<file path="config.mk">
export PLATFORM = sky130hd
export DESIGN_NAME = fso_status_bank
export DESIGN_NICKNAME = d
export VERILOG_FILES = /design/src/fso_status_bank.v /design/src/fso_ol_channel.v
export VERILOG_INCLUDE_DIRS = /design/src /design/src/src
export SDC_FILE = /design/constraint.sdc
export NUM_CORES = 1
export LEC_CHECK = 0
export BUFFER_PORTS_ARGS = -buffer_cell sky130_fd_sc_hd__buf_2
export CORE_MARGIN = 10
export CORE_UTILIZATION = 50
export CTS_CLUSTER_DIAMETER = 60
export DETAILED_ROUTE_END_ITERATION = 6
export GPL_TIMING_DRIVEN = 0
export PLACE_DENSITY = 0.75
export SYNTH_ARGS = -nofsm -noshare
export SYNTH_HDL_FRONTEND = slang
export SYNTH_SLANG_ARGS = --single-unit
</file>
<file path="constraint.sdc">
create_clock -name sys_clk_i -period 2.1 [get_ports sys_clk_i]
set_clock_uncertainty 0.1 [all_clocks]
set_input_delay 0.42 -clock sys_clk_i [delete_from_list [all_inputs] [get_ports sys_clk_i]]
set_output_delay 0.42 -clock sys_clk_i [all_outputs]
set_load 0.02 [all_outputs]
</file>
<file path="src/fso_map.vh">
`ifndef FSO_MAP_VH
`define FSO_MAP_VH

// ----------------------------------------------------------------------
// register addresses
// ----------------------------------------------------------------------
`define FSO_ADDR_HEATER    4'h7
`define FSO_ADDR_SPARK1    4'h8
`define FSO_ADDR_SPARK2    4'h9
`define FSO_ADDR_WDOG      4'ha
`define FSO_ADDR_SENSOR    4'hb
`define FSO_ADDR_SUPPLY    4'hd
`define FSO_ADDR_ONIND     4'he
`define FSO_ADDR_MODEL     4'hf

// ----------------------------------------------------------------------
// field positions
// ----------------------------------------------------------------------
`define FSO_BIT_SUM        7
`define FSO_BIT_OL         3
`define FSO_BIT_OC         2
`define FSO_BIT_KEYSW      6
`define FSO_BIT_PWRHOLD    5
`define FSO_BIT_BATSW      4
`define FSO_BIT_SPIERR     3
`define FSO_BIT_VPBAT      2
`define FSO_BIT_VPOT       1
`define FSO_BIT_VPGND      0
`define FSO_BIT_POSCLAMP   2
`define FSO_BIT_NEGCLAMP   1
`define FSO_BIT_KLINEOT    0

// ----------------------------------------------------------------------
// reset values and constants
// ----------------------------------------------------------------------
`define FSO_NUM_CH         3
`define FSO_PD_EN_RST      3'h7
`define FSO_DATA_RST       8'h00
// model and revision value is arbitrary
`define FSO_MODEL_REV      8'h5a

// ----------------------------------------------------------------------
// timing
// ----------------------------------------------------------------------
`define FSO_CLK_MHZ        100
`define FSO_FILT_MIN_US    100
`define FSO_FILT_MAX_US    450
// minimum filter span in clocks: 100 us at 100 MHz
`define FSO_FILT_CYC       16'd10000
`define FSO_CNT_W          16

`endif

</file>
<file path="src/fso_status_bank.v">
// Notes on behaviour
// - supply summary bit 7 clears by written zero only when no fault other than k-line over-temperature is still present
// - each sticky fault bit clears by written zero only after its fault ended
// - open load is detected while the output is commanded off, via comparator
// - every output has its own comparator and its own open load flag
// - pull-downs are on from power-up; open load detection needs them on
// - with its pull-down off, an output's open load bit reads zero
// - pull-downs turn off only in sleep or when commanded off serially
// - open load must persist through a filter of 100 to 450 us
// - each rising edge of chip select restarts the fault delay timer
// - open load comparator is enabled only after the delay timer expires
// - open load flag stays latched after the condition goes away
`include "fso_map.vh"
`default_nettype none

module fso_status_bank #(
   parameter [`FSO_CNT_W-1:0] FILT_CYC = `FSO_FILT_CYC
) (
   // clock and reset
   input  wire       sys_clk_i,
   input  wire       sys_rst_i,
   // register access port
   input  wire [3:0] reg_addr_i,
   input  wire       reg_wr_i,
   input  wire       reg_rd_i,
   input  wire [7:0] reg_wdata_i,
   output wire [7:0] reg_rdata_o,
   output wire       reg_rvalid_o,
   // serial frame select
   input  wire       chip_select_n_i,
   // predriver channels: heater, spark one, spark two
   input  wire [2:0] pd_out_on_i,
   input  wire [2:0] pd_ol_cmp_i,
   input  wire [2:0] pd_oc_det_i,
   // pull-down control
   input  wire       sleep_i,
   input  wire [2:0] pulldown_off_i,
   output wire [2:0] pulldown_en_o,
   // watchdog state
   input  wire [7:0] wd_state_i,
   // pickup conditioner and k-line
   input  wire [3:0] pickup_peak_i,
   input  wire       pickup_pos_clamp_i,
   input  wire       pickup_neg_clamp_i,
   input  wire       kline_ot_i,
   // supply and system
   input  wire       keysw_i,
   input  wire       power_hold_output_i,
   input  wire       batsw_i,
   input  wire       spi_error_i,
   input  wire       vprot_bat_i,
   input  wire       vprot_ot_i,
   input  wire       vprot_gnd_i,
   // output on indicators
   input  wire [7:0] out_on_ind_i
);

   // ----------------------------------------------------------------------
   // declarations
   // ----------------------------------------------------------------------
   reg  [7:0]            rdata_r;
   reg  [7:0]            rdata_nxt;
   reg                   rvalid_r;
   reg  [2:0]            pd_en_r;
   reg                   cs_n_q_r;
   reg  [`FSO_CNT_W-1:0] dly_cnt_r;
   reg  [4:0]            misc_r;
   reg                   sup_sum_r;
   wire                  cs_rise;
   wire                  delay_done;
   wire [2:0]            ch_wr;
   wire [2:0]            ch_ol;
   wire [2:0]            ch_oc;
   wire [2:0]            ch_sum;
   wire [2:0]            ch_live;
   wire [4:0]            misc_cond;
   wire [4:0]            misc_clr;
   wire                  wr_sensor;
   wire                  wr_supply;
   wire                  sup_live;
   // register images, unused positions tied low
   wire [23:0]           img_ch;
   wire [7:0]            img_sensor;
   wire [7:0]            img_supply;

   // ----------------------------------------------------------------------
   // pull-down enables
   // ----------------------------------------------------------------------
   always @(posedge sys_clk_i) begin
      if (sys_rst_i) begin
         pd_en_r <= `FSO_PD_EN_RST;
      end else begin
         pd_en_r <= ~pulldown_off_i & {3{~sleep_i}};
      end
   end

   assign pulldown_en_o = pd_en_r;

   // ----------------------------------------------------------------------
   // fault delay timer
   // ----------------------------------------------------------------------
   assign cs_rise    = ~cs_n_q_r & chip_select_n_i;
   assign delay_done = (dly_cnt_r == {`FSO_CNT_W{1'b0}});

   always @(posedge sys_clk_i) begin
      if (sys_rst_i) begin
         cs_n_q_r  <= 1'b1;
         dly_cnt_r <= FILT_CYC;
      end else begin
         cs_n_q_r <= chip_select_n_i;
         if (cs_rise) begin
            dly_cnt_r <= FILT_CYC;
         end else if (!delay_done) begin
            dly_cnt_r <= dly_cnt_r - {{(`FSO_CNT_W-1){1'b0}}, 1'b1};
         end
      end
   end

   // ----------------------------------------------------------------------
   // predriver channels
   // ----------------------------------------------------------------------
   assign ch_wr[0] = reg_wr_i & (reg_addr_i == `FSO_ADDR_HEATER);
   assign ch_wr[1] = reg_wr_i & (reg_addr_i == `FSO_ADDR_SPARK1);
   assign ch_wr[2] = reg_wr_i & (reg_addr_i == `FSO_ADDR_SPARK2);

   genvar gi;
   generate
      for (gi = 0; gi < `FSO_NUM_CH; gi = gi + 1) begin : g_ch
         fso_ol_channel #(
            .FILT_CYC (FILT_CYC)
         ) u_ch (
            .sys_clk_i          (sys_clk_i),
            .sys_rst_i          (sys_rst_i),
            .out_on_i           (pd_out_on_i[gi]),
            .ol_cmp_i           (pd_ol_cmp_i[gi]),
            .oc_det_i           (pd_oc_det_i[gi]),
            .pd_en_i            (pd_en_r[gi]),
            .delay_done_i       (delay_done),
            .wr_i               (ch_wr[gi]),
            .wdata_i            (reg_wdata_i),
            .open_load_flag_o   (ch_ol[gi]),
            .overcurrent_flag_o (ch_oc[gi]),
            .sum_flag_o         (ch_sum[gi]),
            .fault_live_o       (ch_live[gi])
         );
      end
   endgenerate

   // ----------------------------------------------------------------------
   // supply, system and k-line sticky bits
   // ----------------------------------------------------------------------
   assign wr_sensor = reg_wr_i & (reg_addr_i == `FSO_ADDR_SENSOR);
   assign wr_supply = reg_wr_i & (reg_addr_i == `FSO_ADDR_SUPPLY);

   // order: k-line ot, spi error, vprot to battery, vprot ot, vprot to ground
   assign misc_cond = {kline_ot_i, spi_error_i, vprot_bat_i, vprot_ot_i, vprot_gnd_i};
   assign misc_clr  = {wr_sensor & ~reg_wdata_i[`FSO_BIT_KLINEOT],
                       wr_supply & ~reg_wdata_i[`FSO_BIT_SPIERR],
                       wr_supply & ~reg_wdata_i[`FSO_BIT_VPBAT],
                       wr_supply & ~reg_wdata_i[`FSO_BIT_VPOT],
                       wr_supply & ~reg_wdata_i[`FSO_BIT_VPGND]};
   assign sup_live  = |misc_cond[3:0];

   generate
      for (gi = 0; gi < 5; gi = gi + 1) begin : g_misc
         always @(posedge sys_clk_i) begin
            if (sys_rst_i) begin
               misc_r[gi] <= 1'b0;
            end else if (misc_cond[gi]) begin
               misc_r[gi] <= 1'b1;
            end else if (misc_clr[gi]) begin
               misc_r[gi] <= 1'b0;
            end
         end
      end
   endgenerate

   always @(posedge sys_clk_i) begin
      if (sys_rst_i) begin
         sup_sum_r <= 1'b0;
      end else if (sup_live || (|ch_live)) begin
         sup_sum_r <= 1'b1;
      end else if (wr_supply && !reg_wdata_i[`FSO_BIT_SUM]) begin
         sup_sum_r <= 1'b0;
      end
   end

   // ----------------------------------------------------------------------
   // register images
   // ----------------------------------------------------------------------
   // one byte per predriver channel, heater in the lowest byte
   generate
      for (gi = 0; gi < `FSO_NUM_CH; gi = gi + 1) begin : g_img
         assign img_ch[gi*8+`FSO_BIT_SUM] = ch_sum[gi];
         assign img_ch[gi*8+6]            = 1'b0;
         assign img_ch[gi*8+5]            = 1'b0;
         assign img_ch[gi*8+4]            = 1'b0;
         assign img_ch[gi*8+`FSO_BIT_OL]  = ch_ol[gi];
         assign img_ch[gi*8+`FSO_BIT_OC]  = ch_oc[gi];
         assign img_ch[gi*8+1]            = 1'b0;
         assign img_ch[gi*8+0]            = 1'b0;
      end
   endgenerate

   // pickup conditioner and k-line byte
   assign img_sensor[7:4]               = pickup_peak_i;
   assign img_sensor[3]                 = 1'b0;
   assign img_sensor[`FSO_BIT_POSCLAMP] = pickup_pos_clamp_i;
   assign img_sensor[`FSO_BIT_NEGCLAMP] = pickup_neg_clamp_i;
   assign img_sensor[`FSO_BIT_KLINEOT]  = misc_r[4];

   // supply and system byte
   assign img_supply[`FSO_BIT_SUM]     = sup_sum_r;
   assign img_supply[`FSO_BIT_KEYSW]   = keysw_i;
   assign img_supply[`FSO_BIT_PWRHOLD] = power_hold_output_i;
   assign img_supply[`FSO_BIT_BATSW]   = batsw_i;
   assign img_supply[`FSO_BIT_SPIERR]  = misc_r[3];
   assign img_supply[`FSO_BIT_VPBAT]   = misc_r[2];
   assign img_supply[`FSO_BIT_VPOT]    = misc_r[1];
   assign img_supply[`FSO_BIT_VPGND]   = misc_r[0];

   // ----------------------------------------------------------------------
   // read path
   // ----------------------------------------------------------------------
   always @* begin
      rdata_nxt = `FSO_DATA_RST;
      case (reg_addr_i)
         `FSO_ADDR_HEATER: begin
            rdata_nxt = img_ch[7:0];
         end
         `FSO_ADDR_SPARK1: begin
            rdata_nxt = img_ch[15:8];
         end
         `FSO_ADDR_SPARK2: begin
            rdata_nxt = img_ch[23:16];
         end
         `FSO_ADDR_WDOG: begin
            rdata_nxt = wd_state_i;
         end
         `FSO_ADDR_SENSOR: begin
            rdata_nxt = img_sensor;
         end
         `FSO_ADDR_SUPPLY: begin
            rdata_nxt = img_supply;
         end
         `FSO_ADDR_ONIND: begin
            rdata_nxt = out_on_ind_i;
         end
         `FSO_ADDR_MODEL: begin
            rdata_nxt = `FSO_MODEL_REV;
         end
         default: begin
            rdata_nxt = `FSO_DATA_RST;
         end
      endcase
   end

   always @(posedge sys_clk_i) begin
      if (sys_rst_i) begin
         rdata_r  <= `FSO_DATA_RST;
         rvalid_r <= 1'b0;
      end else begin
         rvalid_r <= reg_rd_i;
         if (reg_rd_i) begin
            rdata_r <= rdata_nxt;
         end
      end
   end

   assign reg_rdata_o  = rdata_r;
   assign reg_rvalid_o = rvalid_r;

endmodule // fso_status_bank

`default_nettype wire

</file>
<file path="src/fso_ol_channel.v">
`include "fso_map.vh"
`default_nettype none

module fso_ol_channel #(
   parameter [`FSO_CNT_W-1:0] FILT_CYC = `FSO_FILT_CYC
) (
   // clock and reset
   input  wire       sys_clk_i,
   input  wire       sys_rst_i,
   // output state and analog results
   input  wire       out_on_i,
   input  wire       ol_cmp_i,
   input  wire       oc_det_i,
   input  wire       pd_en_i,
   input  wire       delay_done_i,
   // register write
   input  wire       wr_i,
   input  wire [7:0] wdata_i,
   // flags
   output wire       open_load_flag_o,
   output wire       overcurrent_flag_o,
   output wire       sum_flag_o,
   output wire       fault_live_o
);

   reg  [`FSO_CNT_W-1:0] filt_cnt_r;
   reg                   ol_r;
   reg                   oc_r;
   reg                   sum_r;
   wire                  ol_cond;
   wire                  ol_hit;

   // ----------------------------------------------------------------------
   // open load qualification and filter
   // ----------------------------------------------------------------------
   assign ol_cond = ~out_on_i & pd_en_i & delay_done_i & ol_cmp_i;
   assign ol_hit  = (filt_cnt_r == FILT_CYC);

   always @(posedge sys_clk_i) begin
      if (sys_rst_i) begin
         filt_cnt_r <= {`FSO_CNT_W{1'b0}};
      end else if (!ol_cond) begin
         filt_cnt_r <= {`FSO_CNT_W{1'b0}};
      end else if (!ol_hit) begin
         filt_cnt_r <= filt_cnt_r + {{(`FSO_CNT_W-1){1'b0}}, 1'b1};
      end
   end

   // ----------------------------------------------------------------------
   // sticky flags, set wins over clear
   // ----------------------------------------------------------------------
   always @(posedge sys_clk_i) begin
      if (sys_rst_i) begin
         ol_r  <= 1'b0;
         oc_r  <= 1'b0;
         sum_r <= 1'b0;
      end else begin
         if (ol_hit) begin
            ol_r <= 1'b1;
         end else if (wr_i && !wdata_i[`FSO_BIT_OL] && !ol_cond) begin
            ol_r <= 1'b0;
         end
         if (oc_det_i) begin
            oc_r <= 1'b1;
         end else if (wr_i && !wdata_i[`FSO_BIT_OC]) begin
            oc_r <= 1'b0;
         end
         if (ol_hit || oc_det_i) begin
            sum_r <= 1'b1;
         end else if (wr_i && !wdata_i[`FSO_BIT_SUM] && !ol_cond) begin
            sum_r <= 1'b0;
         end
      end
   end

   assign open_load_flag_o   = ol_r & pd_en_i;
   assign overcurrent_flag_o = oc_r;
   assign sum_flag_o         = sum_r;
   assign fault_live_o       = ol_cond | oc_det_i;

endmodule // fso_ol_channel

`default_nettype wire

</file>
# ---- Yosys cells after proc, flatten, opt, wreduce, memory -nomap -nowiden
# Index checks and enable logic that the tools add are counted.
dict set report op_classes {
  add_sub_neg 4
  n_mul 0
  n_div 0
  magnitude_cmp 0
  eq_ne 11
  shift 0
  muxes 31
  bitwise 40
  n_reduce_logical 48
}
# cell n
set ops {}
lappend ops {{case mux 8 bit (8 select lines)} 1}
lappend ops {{adder 16 x 1 -> 16 bit, second input constant} 3}
lappend ops {{equality test 16 x 14 -> 1 bit, second input constant} 3}
lappend ops {{2-to-1 mux 1 bit} 30}
lappend ops {{nonzero test 2 bit} 15}
lappend ops {{equality test 4 bit, second input constant} 7}
lappend ops {{AND 1 bit} 23}
lappend ops {{logical AND 1 bit} 16}
lappend ops {{zero test 16 bit} 1}
lappend ops {{subtractor 16 x 1 -> 16 bit, second input constant} 1}
lappend ops {{inverter 1 bit} 12}
lappend ops {{OR reduction 2 bit} 4}
lappend ops {{zero test 1 bit} 6}
lappend ops {{equality test 4 x 3 -> 1 bit, second input constant} 1}
lappend ops {{logical OR 1 bit} 4}
lappend ops {{OR reduction 4 bit} 1}
lappend ops {{AND 3 bit} 1}
lappend ops {{inverter 3 bit} 1}
lappend ops {{bitwise OR 1 bit} 3}
lappend ops {{OR reduction 3 bit} 1}
dict set report totals {
  ff_bits 92
  latchBits 0
  ramBits 0
  rom_bits 0
  out_inout_bits 12
  elab_cells 157
  memories 0
}

# ---- Logic depth before layout (Yosys ltp)
# Gate-level depths: netlist of the first run.
dict set report depth {
  ltp_word 8
  ltp_mapped 7
  ltp_nobuf 6
}

# ---- Cells and area by module
# From an unflattened synthesis of the first run, not the netlist that was laid out.
dict set report unflattened {
  cells_unflattened 543
  hier_area_um2 4581.9
}
# module n_inst cells_per_inst area_each_um2 seq_area_each_um2
set modules_own_cells {}
lappend modules_own_cells {fso_ol_channel 3 101 873.3 380.4}
lappend modules_own_cells {fso_status_bank 1 240 1961.9 700.7}

# ---- Worst setup path before layout of the first run
# OpenSTA, ideal clock, no wires.
dict set report synth_path {
  path_kind {register to register}
  from {reg dly_cnt_r[0]}
  to {reg g_ch[1].u_ch.ol_r}
  setup_ps 86
  arrival_ps 1989
  slack_ps -75
  path_stages_with_launch 8
  path_buffers 1
  synth_period_minus_slack_ps 2175
  cell_sequence {dfxtp_1 -> inv_1 -> ha_1 -> or4b_2 -> nor4_4 -> buf_6 -> nand2_4 -> a211oi_1}
}
dict set report synth_via {
  elab_chain_len 6
}
# element line
set synth_lines {}
lappend synth_lines {{start, declared} fso_status_bank.v:66} ;# reg [`FSO_CNT_W-1:0] dly_cnt_r;
lappend synth_lines {{start signal, assigned} fso_status_bank.v:114} ;# dly_cnt_r <= dly_cnt_r - {{(`FSO_CNT_W-1){1'b0}}, 1'b1};
lappend synth_lines {{zero test 16 bit} fso_status_bank.v:103} ;# assign delay_done = (dly_cnt_r == {`FSO_CNT_W{1'b0}});
lappend synth_lines {{AND 1 bit (2 in a row)} fso_ol_channel.v:36} ;# assign ol_cond = ~out_on_i & pd_en_i & delay_done_i & ol_cmp_i;
lappend synth_lines {{zero test 1 bit} -}
lappend synth_lines {{logical AND 1 bit} fso_ol_channel.v:60} ;# end else if (wr_i && !wdata_i[`FSO_BIT_OL] && !ol_cond) begin
lappend synth_lines {{nonzero test 2 bit (no line)} -}
lappend synth_lines {{end signal, assigned} fso_ol_channel.v:54} ;# ol_r <= 1'b0;
lappend synth_lines {{end signal, assigned} fso_ol_channel.v:59} ;# ol_r <= 1'b1;
lappend synth_lines {{end signal, assigned} fso_ol_channel.v:61} ;# ol_r <= 1'b0;
lappend synth_lines {{end, declared} fso_ol_channel.v:27} ;# reg ol_r;
# No other way between the ends.
# A chain may end at the register's enable or synchronous reset.

# ---- Worst setup path after layout of the first run
dict set report layout_path {
  from {reg dly_cnt_r[11]}
  to {reg dly_cnt_r[13]}
}
dict set report layout_via {
  elab_chain_len 1
}
# element line
set layout_lines {}
lappend layout_lines {{subtractor 16 x 1 -> 16 bit or zero test 16 bit (tied branches)} {fso_status_bank.v:114, fso_status_bank.v:103}}
# Several ways; a longest one is shown, not always the timed one.

==> metrics.txt, run 1 <==
status finished, final reports clean; pre-CTS WS -0.2667 ns; ranking of synthesized cells by area dfxtp_1 40%, xnor2_1 6.0%, nor2_1 5.5%, a21oi_1 3.1%, nand3_1 3.0%; asr flop ratio synth 0; Slew Limit Fails 0; number of synthesized flops with an enable pin 0; antenna cells 0; largest family of logic cells by synthesized area simple AND/OR/NAND/NOR gates; Synth Cell Area 4661 um2; total number of H-tree levels 3; Relative slew margins 0.5321; fin nets 699; Sink Count 92; clock buffer depth 2; initial antenna violation count 0; clk_lat worst skew 0.36 ns; Hold Violations, Final 0; Critical path origin dly_cnt_r[11]; pwr dens 629.4 nW/um2; post-detail-place hpwl 8761 um; crit path max fanout 8; drc violations 0; largest net degree at the start of global routing 16; DR pass1 iterations 6; CTS buffer count 9; Critical Path, Cell by Cell or4_4 -> or4b_4 -> a31oi_1 -> o21ai_0; RSZ-0062 raised after global routing yes; hold crit path type input pin to flip-flop; Via Count 4,285; max-cap viol count 0; adder-cell share of the synthesized area 0.02148; All-Layer GR Usage 0.1810; Overflow after GRT 0; multiplexer share of the synthesized area 0.01718; Filler Cell Count 811; CP Class flip-flop to flip-flop; highest-count cells in the layout ignoring fill and taps 87 x dfxtp_1, 69 x buf_2, 67 x nor2_1; Startpoint Class flip-flop; GPL Wtd Cong 0.9024; io pins 72; Final Power 3518 uW; share of cells above drive strength 1 0.2233; Final setup viols 0; fin crit period 2.025 ns; crit path capture type flip-flop; Synthesized Nets 608; port bufs 68; DRT iter0 DRCs 325; Synth Instances 540; WL/cell 15.86 um; WP data arrival 2.17 ns; Main synth FF type dfxtp_1; Mean Syn Cell Area 8.631 um2; drt via density 5.736; Core Area 9153 um2; Reg clk slew, reported paths 0.09 ns; fmax 493.7 MHz; most common cell after layout, fill and taps aside dfxtp_1; Synth top area share 0.3952; die height 116.5 um; CTS tree yes; Largest stage delay, worst path 0.61 ns; YS warnings 0; first-pass GRT wire length 20,040 um; Routed Wire Length 11,850 um; HP Start pulldown_off_i[0]; Synth Register Bits 92; Seq/Total Area, Yosys 0.3952; DIE AREA 13,580 um2; Max IR drop VDD 0.4852 mV; reg-to-reg startpoint dly_cnt_r[11]; Hold-fix buffers, CTS 0; antenna-violating nets left 0; fraction of the mapped netlist area in simple logic gates 0.3136; fraction of the mapped netlist area in compound gates 0.1305; Core Rows 35; via count of the first global-routing pass 4,222; die width 116.5 um; Crit path required time 2.24 ns; Post-Synth XOR/XNOR Area 0.07705; Area growth, synth to finish 19.92%; Least-Margin Pin Slew 0.6924 ns; post-synth top area cell dfxtp_1; clock root buffer clkbuf_8; Cell variety after synth 61; Tcrit/Tclk final 0.9645; Pleak 0.001971 uW; starting density of the core 0.5092; crit path max-delay cell type or4_4; setup slack after layout 0.07450 ns
## layout make-up
class | instances | area [um2] | share of cell area
inverters | 31 | 116.4 | 0.02082
plain buffers | 16 | 91.34 | 0.01634
well taps | 111 | 138.9 | 0.02485
flip-flops and latches | 92 | 1853 | 0.3315
clock buffers | 11 | 151.4 | 0.02709
clock inverters | 5 | 83.83 | 0.01500
multi-input cells | 400 | 2701 | 0.4833
repair buffers | 81 | 452.9 | 0.08104
## path summary, 6_finish.rpt
check / cells after the start / end / slack, ns
min: 2 / pulldown_en_o[0] / 0.13
max: 4 / dly_cnt_r[13] / 0.07
min reg2reg: 2 / reg_rdata_o[0] / 0.38
max reg2reg: 4 / dly_cnt_r[13] / 0.07
## synth_stat cells (9+ instances only)
cell type	instances
nand4_1	13
xor2_1	9
nor4_1	17
or3_1	12
a21oi_1	29
clkbuf_1	9
o21ai_0	23
nor2_1	68
nor3_1	13
xnor2_1	32
nand3_1	28
nand2_1	27
inv_1	30
dfxtp_1	92
## critical path: cells and delay by family, from the launching register on
kind / cells / cell delay [ns]
AO/OA/AOI/OAI: 2 / 0.28
flip-flops: 1 / 0.37
AND/OR/NAND/NOR: 2 / 1.16
## power by group
| part | switching (uW) | internal [uW] | leakage [uW] |
|---|---|---|---|
| Clock | 608 | 737 | 0.000112 |
| Sequential | 41.8 | 1790 | 0.000749 |
| Combinational | 192 | 154 | 0.00111 |
| Total | 841 | 2680 | 0.00197 |
## stage by stage
step | utilization | setup TNS [ns] | std cells | area (um2) | hold slack (ns)
after detailed placement | 0.5620 | -5.613 | 719 | 5144 | 0.3691
after global placement | 0.5620 | -3.267 | 719 | 5144 | 0.3586
after CTS | 0.5977 | 0 | 745 | 5470 | 0.1101
after global routing | 0.6107 | -0.08852 | 747 | 5589 | 0.1103
after floorplan | - | 0 | 540 | 4664 | 0.3407
final | 0.6107 | 0 | 747 | 5589 | 0.1274
## kinds of logic after synthesis
group           after synthesis
simple gates                249
xor+xnor                     41
buf+inv                      48
mux                           8
compound gates               94
flops                        92
fa+ha+maj                     8
## routing by layer
layer	track usage	routed length, um	share of wire
met1	0.2208	5096	0.43
met2	0.3141	6060	0.51
met3	0.03749	536	0.045
met4	0.05107	152	0.013
met5	0	0	0
## sequential cells by signal (all words and copies together) (netlist names), 3 cells and up
name                          cells
g_ch.u_ch.overcurrent_flag_o      3
reg_rdata_o                       8
img_supply                        4
g_ch.u_ch.ol_r                    3
pulldown_en_o                     3
dly_cnt_r                        16
g_ch.u_ch.filt_cnt_r             48
g_ch.u_ch.sum_flag_o              3
## repair_timing
action,in CTS,in global routing
hold endpoints to repair,0,0
cloned,1,1
pin swaps,7,9
resized for setup,6,32
buffers inserted,9,2
endpoints found under the setup margin,52,70
No activity file was read; power rests on OpenSTA's default activity.
==> inputs of run 2 (changes only) <==
--- a/config.mk
+++ b/config.mk
@@ -12,7 +12,9 @@
 export CTS_CLUSTER_DIAMETER = 60
 export DETAILED_ROUTE_END_ITERATION = 6
 export GPL_TIMING_DRIVEN = 0
-export PLACE_DENSITY = 0.75
+export PLACE_DENSITY = 0.76
+export SKIP_LAST_GASP = 1
 export SYNTH_ARGS = -nofsm -noshare
 export SYNTH_HDL_FRONTEND = slang
+export SYNTH_HIERARCHICAL = 1
 export SYNTH_SLANG_ARGS = --single-unit
==> metrics.txt, run 2 <==
status finished with violations (was finished, final reports clean); violated checks negative setup slack; first-pass GRT wire length 19,200 um (was 20,040 um); CP Class flip-flop to flip-flop (unchanged); total number of H-tree levels 3 (unchanged); Synth Cell Area 4582 um2 (was 4661 um2); Synth Instances 543 (was 540); clock buffer depth 2 (unchanged); Mean Syn Cell Area 8.438 um2 (was 8.631 um2); Crit path required time 2.31 ns (was 2.24 ns); Core Rows 34 (was 35); RSZ-0062 raised after global routing yes (unchanged); Final Cell Area 5559 um2 (was 5589 um2); family with the most delay on the worst path simple AND/OR/NAND/NOR gates (unchanged); Seq/Total Area, Yosys 0.4020 (was 0.3952); Relative slew margins 0.6474 (was 0.5321); die width 115.7 um (was 116.5 um); starting density of the core 0.5203 (was 0.5092); Least-Margin Pin Slew 0.5269 ns (was 0.6924 ns); FF/Latch Area 1848 um2 (was 1853 um2); post-synth top area cell dfxtp_1 (unchanged); Buffers & Inverters on Critical Path 1 (was 0); asr flop ratio synth 0 (unchanged); Final Power 3434 uW (was 3518 uW); Filler Cell Count 759 (was 811); highest-count cells in the layout ignoring fill and taps 89 x dfxtp_1, 69 x buf_2, 40 x a21oi_1 (was 87 x dfxtp_1, 69 x buf_2, 67 x nor2_1); Largest register FFs 48 (unchanged); WP data arrival 2.33 ns (was 2.17 ns); synth cell count leaders 92 x dfxtp_1, 45 x nor2_1, 41 x a21oi_1, 40 x nand2_1, 34 x o21ai_0 (was 92 x dfxtp_1, 68 x nor2_1, 32 x xnor2_1, 30 x inv_1, 29 x a21oi_1); antenna cells 0 (unchanged); GPL Wtd Cong 0.8974 (was 0.9024); clk_lat worst skew 0.36 ns (about the same); most common cell after layout, fill and taps aside dfxtp_1 (unchanged); io pins 72 (unchanged); YS warnings 6 (was 0); drt via density 5.852 (was 5.736); Area growth, synth to finish 21.33% (was 19.92%); Sink Count 92 (unchanged); WL/cell 16.16 um (was 15.86 um); setup slack after layout -0.02210 ns (was 0.07450 ns); DIE AREA 13,390 um2 (was 13,580 um2); crit path max fanout 10 (was 8); Final setup viols 14 (was 0); number of synthesized flops with an enable pin 0 (unchanged); Pleak 0.001962 uW (was 0.001971 uW); CTS tree yes (unchanged); port bufs 67 (was 68); crit path capture type flip-flop (unchanged); fin crit period 2.122 ns (was 2.025 ns); share of cells above drive strength 1 0.2531 (was 0.2233); Critical Path, Cell by Cell nor4_4 -> nand3_2 -> nor2_4 -> nand4b_1 -> or2_4 -> buf_8 -> nor2_1 (was or4_4 -> or4b_4 -> a31oi_1 -> o21ai_0); Startpoint Class flip-flop (unchanged); largest net degree at the start of global routing 19 (was 16); Hold-fix buffers, CTS 0 (unchanged); Slew Limit Fails 0 (unchanged); Final Non-Filler Cells 744 (was 747); pwr dens 617.7 nW/um2 (was 629.4 nW/um2); Main synth FF type dfxtp_1 (unchanged); area of the multi-input gates 2691 um2 (was 2701 um2); Via Count 4,354 (was 4,285); pre-CTS WS -0.6255 ns (was -0.2667 ns); crit path max-delay cell type dfxtp_4 (was or4_4); antenna-violating nets left 0 (unchanged); most frequent cell after synthesis dfxtp_1 (unchanged); max-cap viol count 0 (unchanged); via count of the first global-routing pass 4,266 (was 4,222); Routed Wire Length 12,030 um (was 11,850 um); hold crit path type input pin to flip-flop (unchanged); post-detail-place hpwl 8776 um (was 8761 um); drc violations 0 (unchanged); Overflow after GRT 0 (unchanged); DRT iter0 DRCs 309 (was 325); Tcrit/Tclk final 1.011 (was 0.9645); Synthesized Nets 610 (was 608); initial antenna violation count 0 (unchanged); Synth top area share 0.4020 (was 0.3952); clock root buffer clkbuf_8 (unchanged); Top reg by flops g_ch.u_ch/filt_cnt_r (was g_ch.u_ch.filt_cnt_r); Reg clk slew, reported paths 0.10 ns (was 0.09 ns); Largest stage delay, worst path 0.38 ns (was 0.61 ns); Max IR drop VDD 0.3897 mV (was 0.4852 mV); Core Area 8806 um2 (was 9153 um2); fmax 471.2 MHz (was 493.7 MHz); Cell variety after synth 60 (was 61); placed inst area 5060 um2 (was 5144 um2); All-Layer GR Usage 0.1746 (was 0.1810); CTS buffer count 9 (unchanged); Hold Violations, Final 0 (unchanged); Placed Cells 718 (was 719); ranking of synthesized cells by area dfxtp_1 40%, a21oi_1 4.5%, xor2_1 4.0%, o21ai_0 3.7%, nor2_1 3.7% (was dfxtp_1 40%, xnor2_1 6.0%, nor2_1 5.5%, a21oi_1 3.1%, nand3_1 3.0%); Synth Register Bits 92 (unchanged); DR pass1 iterations 5 (was 6); fin nets 698 (was 699); die height 115.7 um (was 116.5 um)
run 2: changes by cell type in the layout (fill, tap and decap cells not counted), sizes merged, moves of 11 or more:
cell and change:
nor2 -23, xnor2 -19, nand2 +15, a21oi +12, xor2 +12, o21ai +11
run 2: metal layers:
metal	GRT usage	vias to the layer above	routed length, um	part of all wire
li1	-	2152	-	-
met4	0.07089	0	343	0.029
met5	0	-	0	0
met2	0.2868	150	5688	0.47
met3	0.05426	26	860	0.072
met1	0.2085	2026	5133	0.43
run 2: worst paths after layout:
path                                         from                         end  slack, ns  depth (start not counted)
worst min-delay path              chip_select_n_i                    cs_n_q_r       0.15                          2
worst max register to register       dly_cnt_r[7]  g_ch[0].u_ch/filt_cnt_r[4]      -0.02                          7
worst min register to register  g_ch[1].u_ch/ol_r           g_ch[1].u_ch/ol_r       0.36                          2
worst max-delay path                 dly_cnt_r[7]  g_ch[0].u_ch/filt_cnt_r[4]      -0.02                          7
run 2: cell type report:
| cell class | instances | area share |
|---|---|---|
| plain buffers | 18 | 0.02093 |
| repair buffers | 80 | 0.08103 |
| multi-input cells | 402 | 0.4841 |
| inverters | 28 | 0.01891 |
| flip-flops and latches | 92 | 0.3324 |
| well taps | 108 | 0.02431 |
| clock inverters | 7 | 0.01598 |
| clock buffers | 9 | 0.02228 |
run 2: where the power goes:
part           switching [uW]  internal [uW]
Sequential               46.8           1790
Combinational             183            145
Clock                     686            584
run 2: repair_timing:
action	CTS	global route
gates cloned	0	1
setup endpoints to repair	53	45
setup buffers	6	6
resized for setup	14	49
pin swaps	7	23
run 2: cells by family (layout without fill, tap and decap cells):
| family | after synthesis | after routing | share of synthesized area |
|---|---|---|---|
| AO/OA/AOI/OAI | 118 | 118 | 0.1568 |
| XOR/XNOR | 34 | 34 | 0.06499 |
| adder cells (fa/ha/maj) | 7 | 7 | 0.01911 |
| buffers and inverters | 49 | 142 | 0.04314 |
| flip-flops | 92 | 92 | 0.4020 |
| multiplexers | 9 | 9 | 0.02075 |
| AND/OR/NAND/NOR | 234 | 234 | 0.2933 |
run 2: per-stage QoR:
stage	TNS (ns)	utilization	hold slack, ns
global route	-4.183	0.6313	0.1238
finish	-0.1655	0.6313	0.1456
floorplan	0	-	0.3426
CTS	0	0.6076	0.1346
global placement	-20.17	0.5746	0.3357
detailed placement	-23.10	0.5746	0.3437
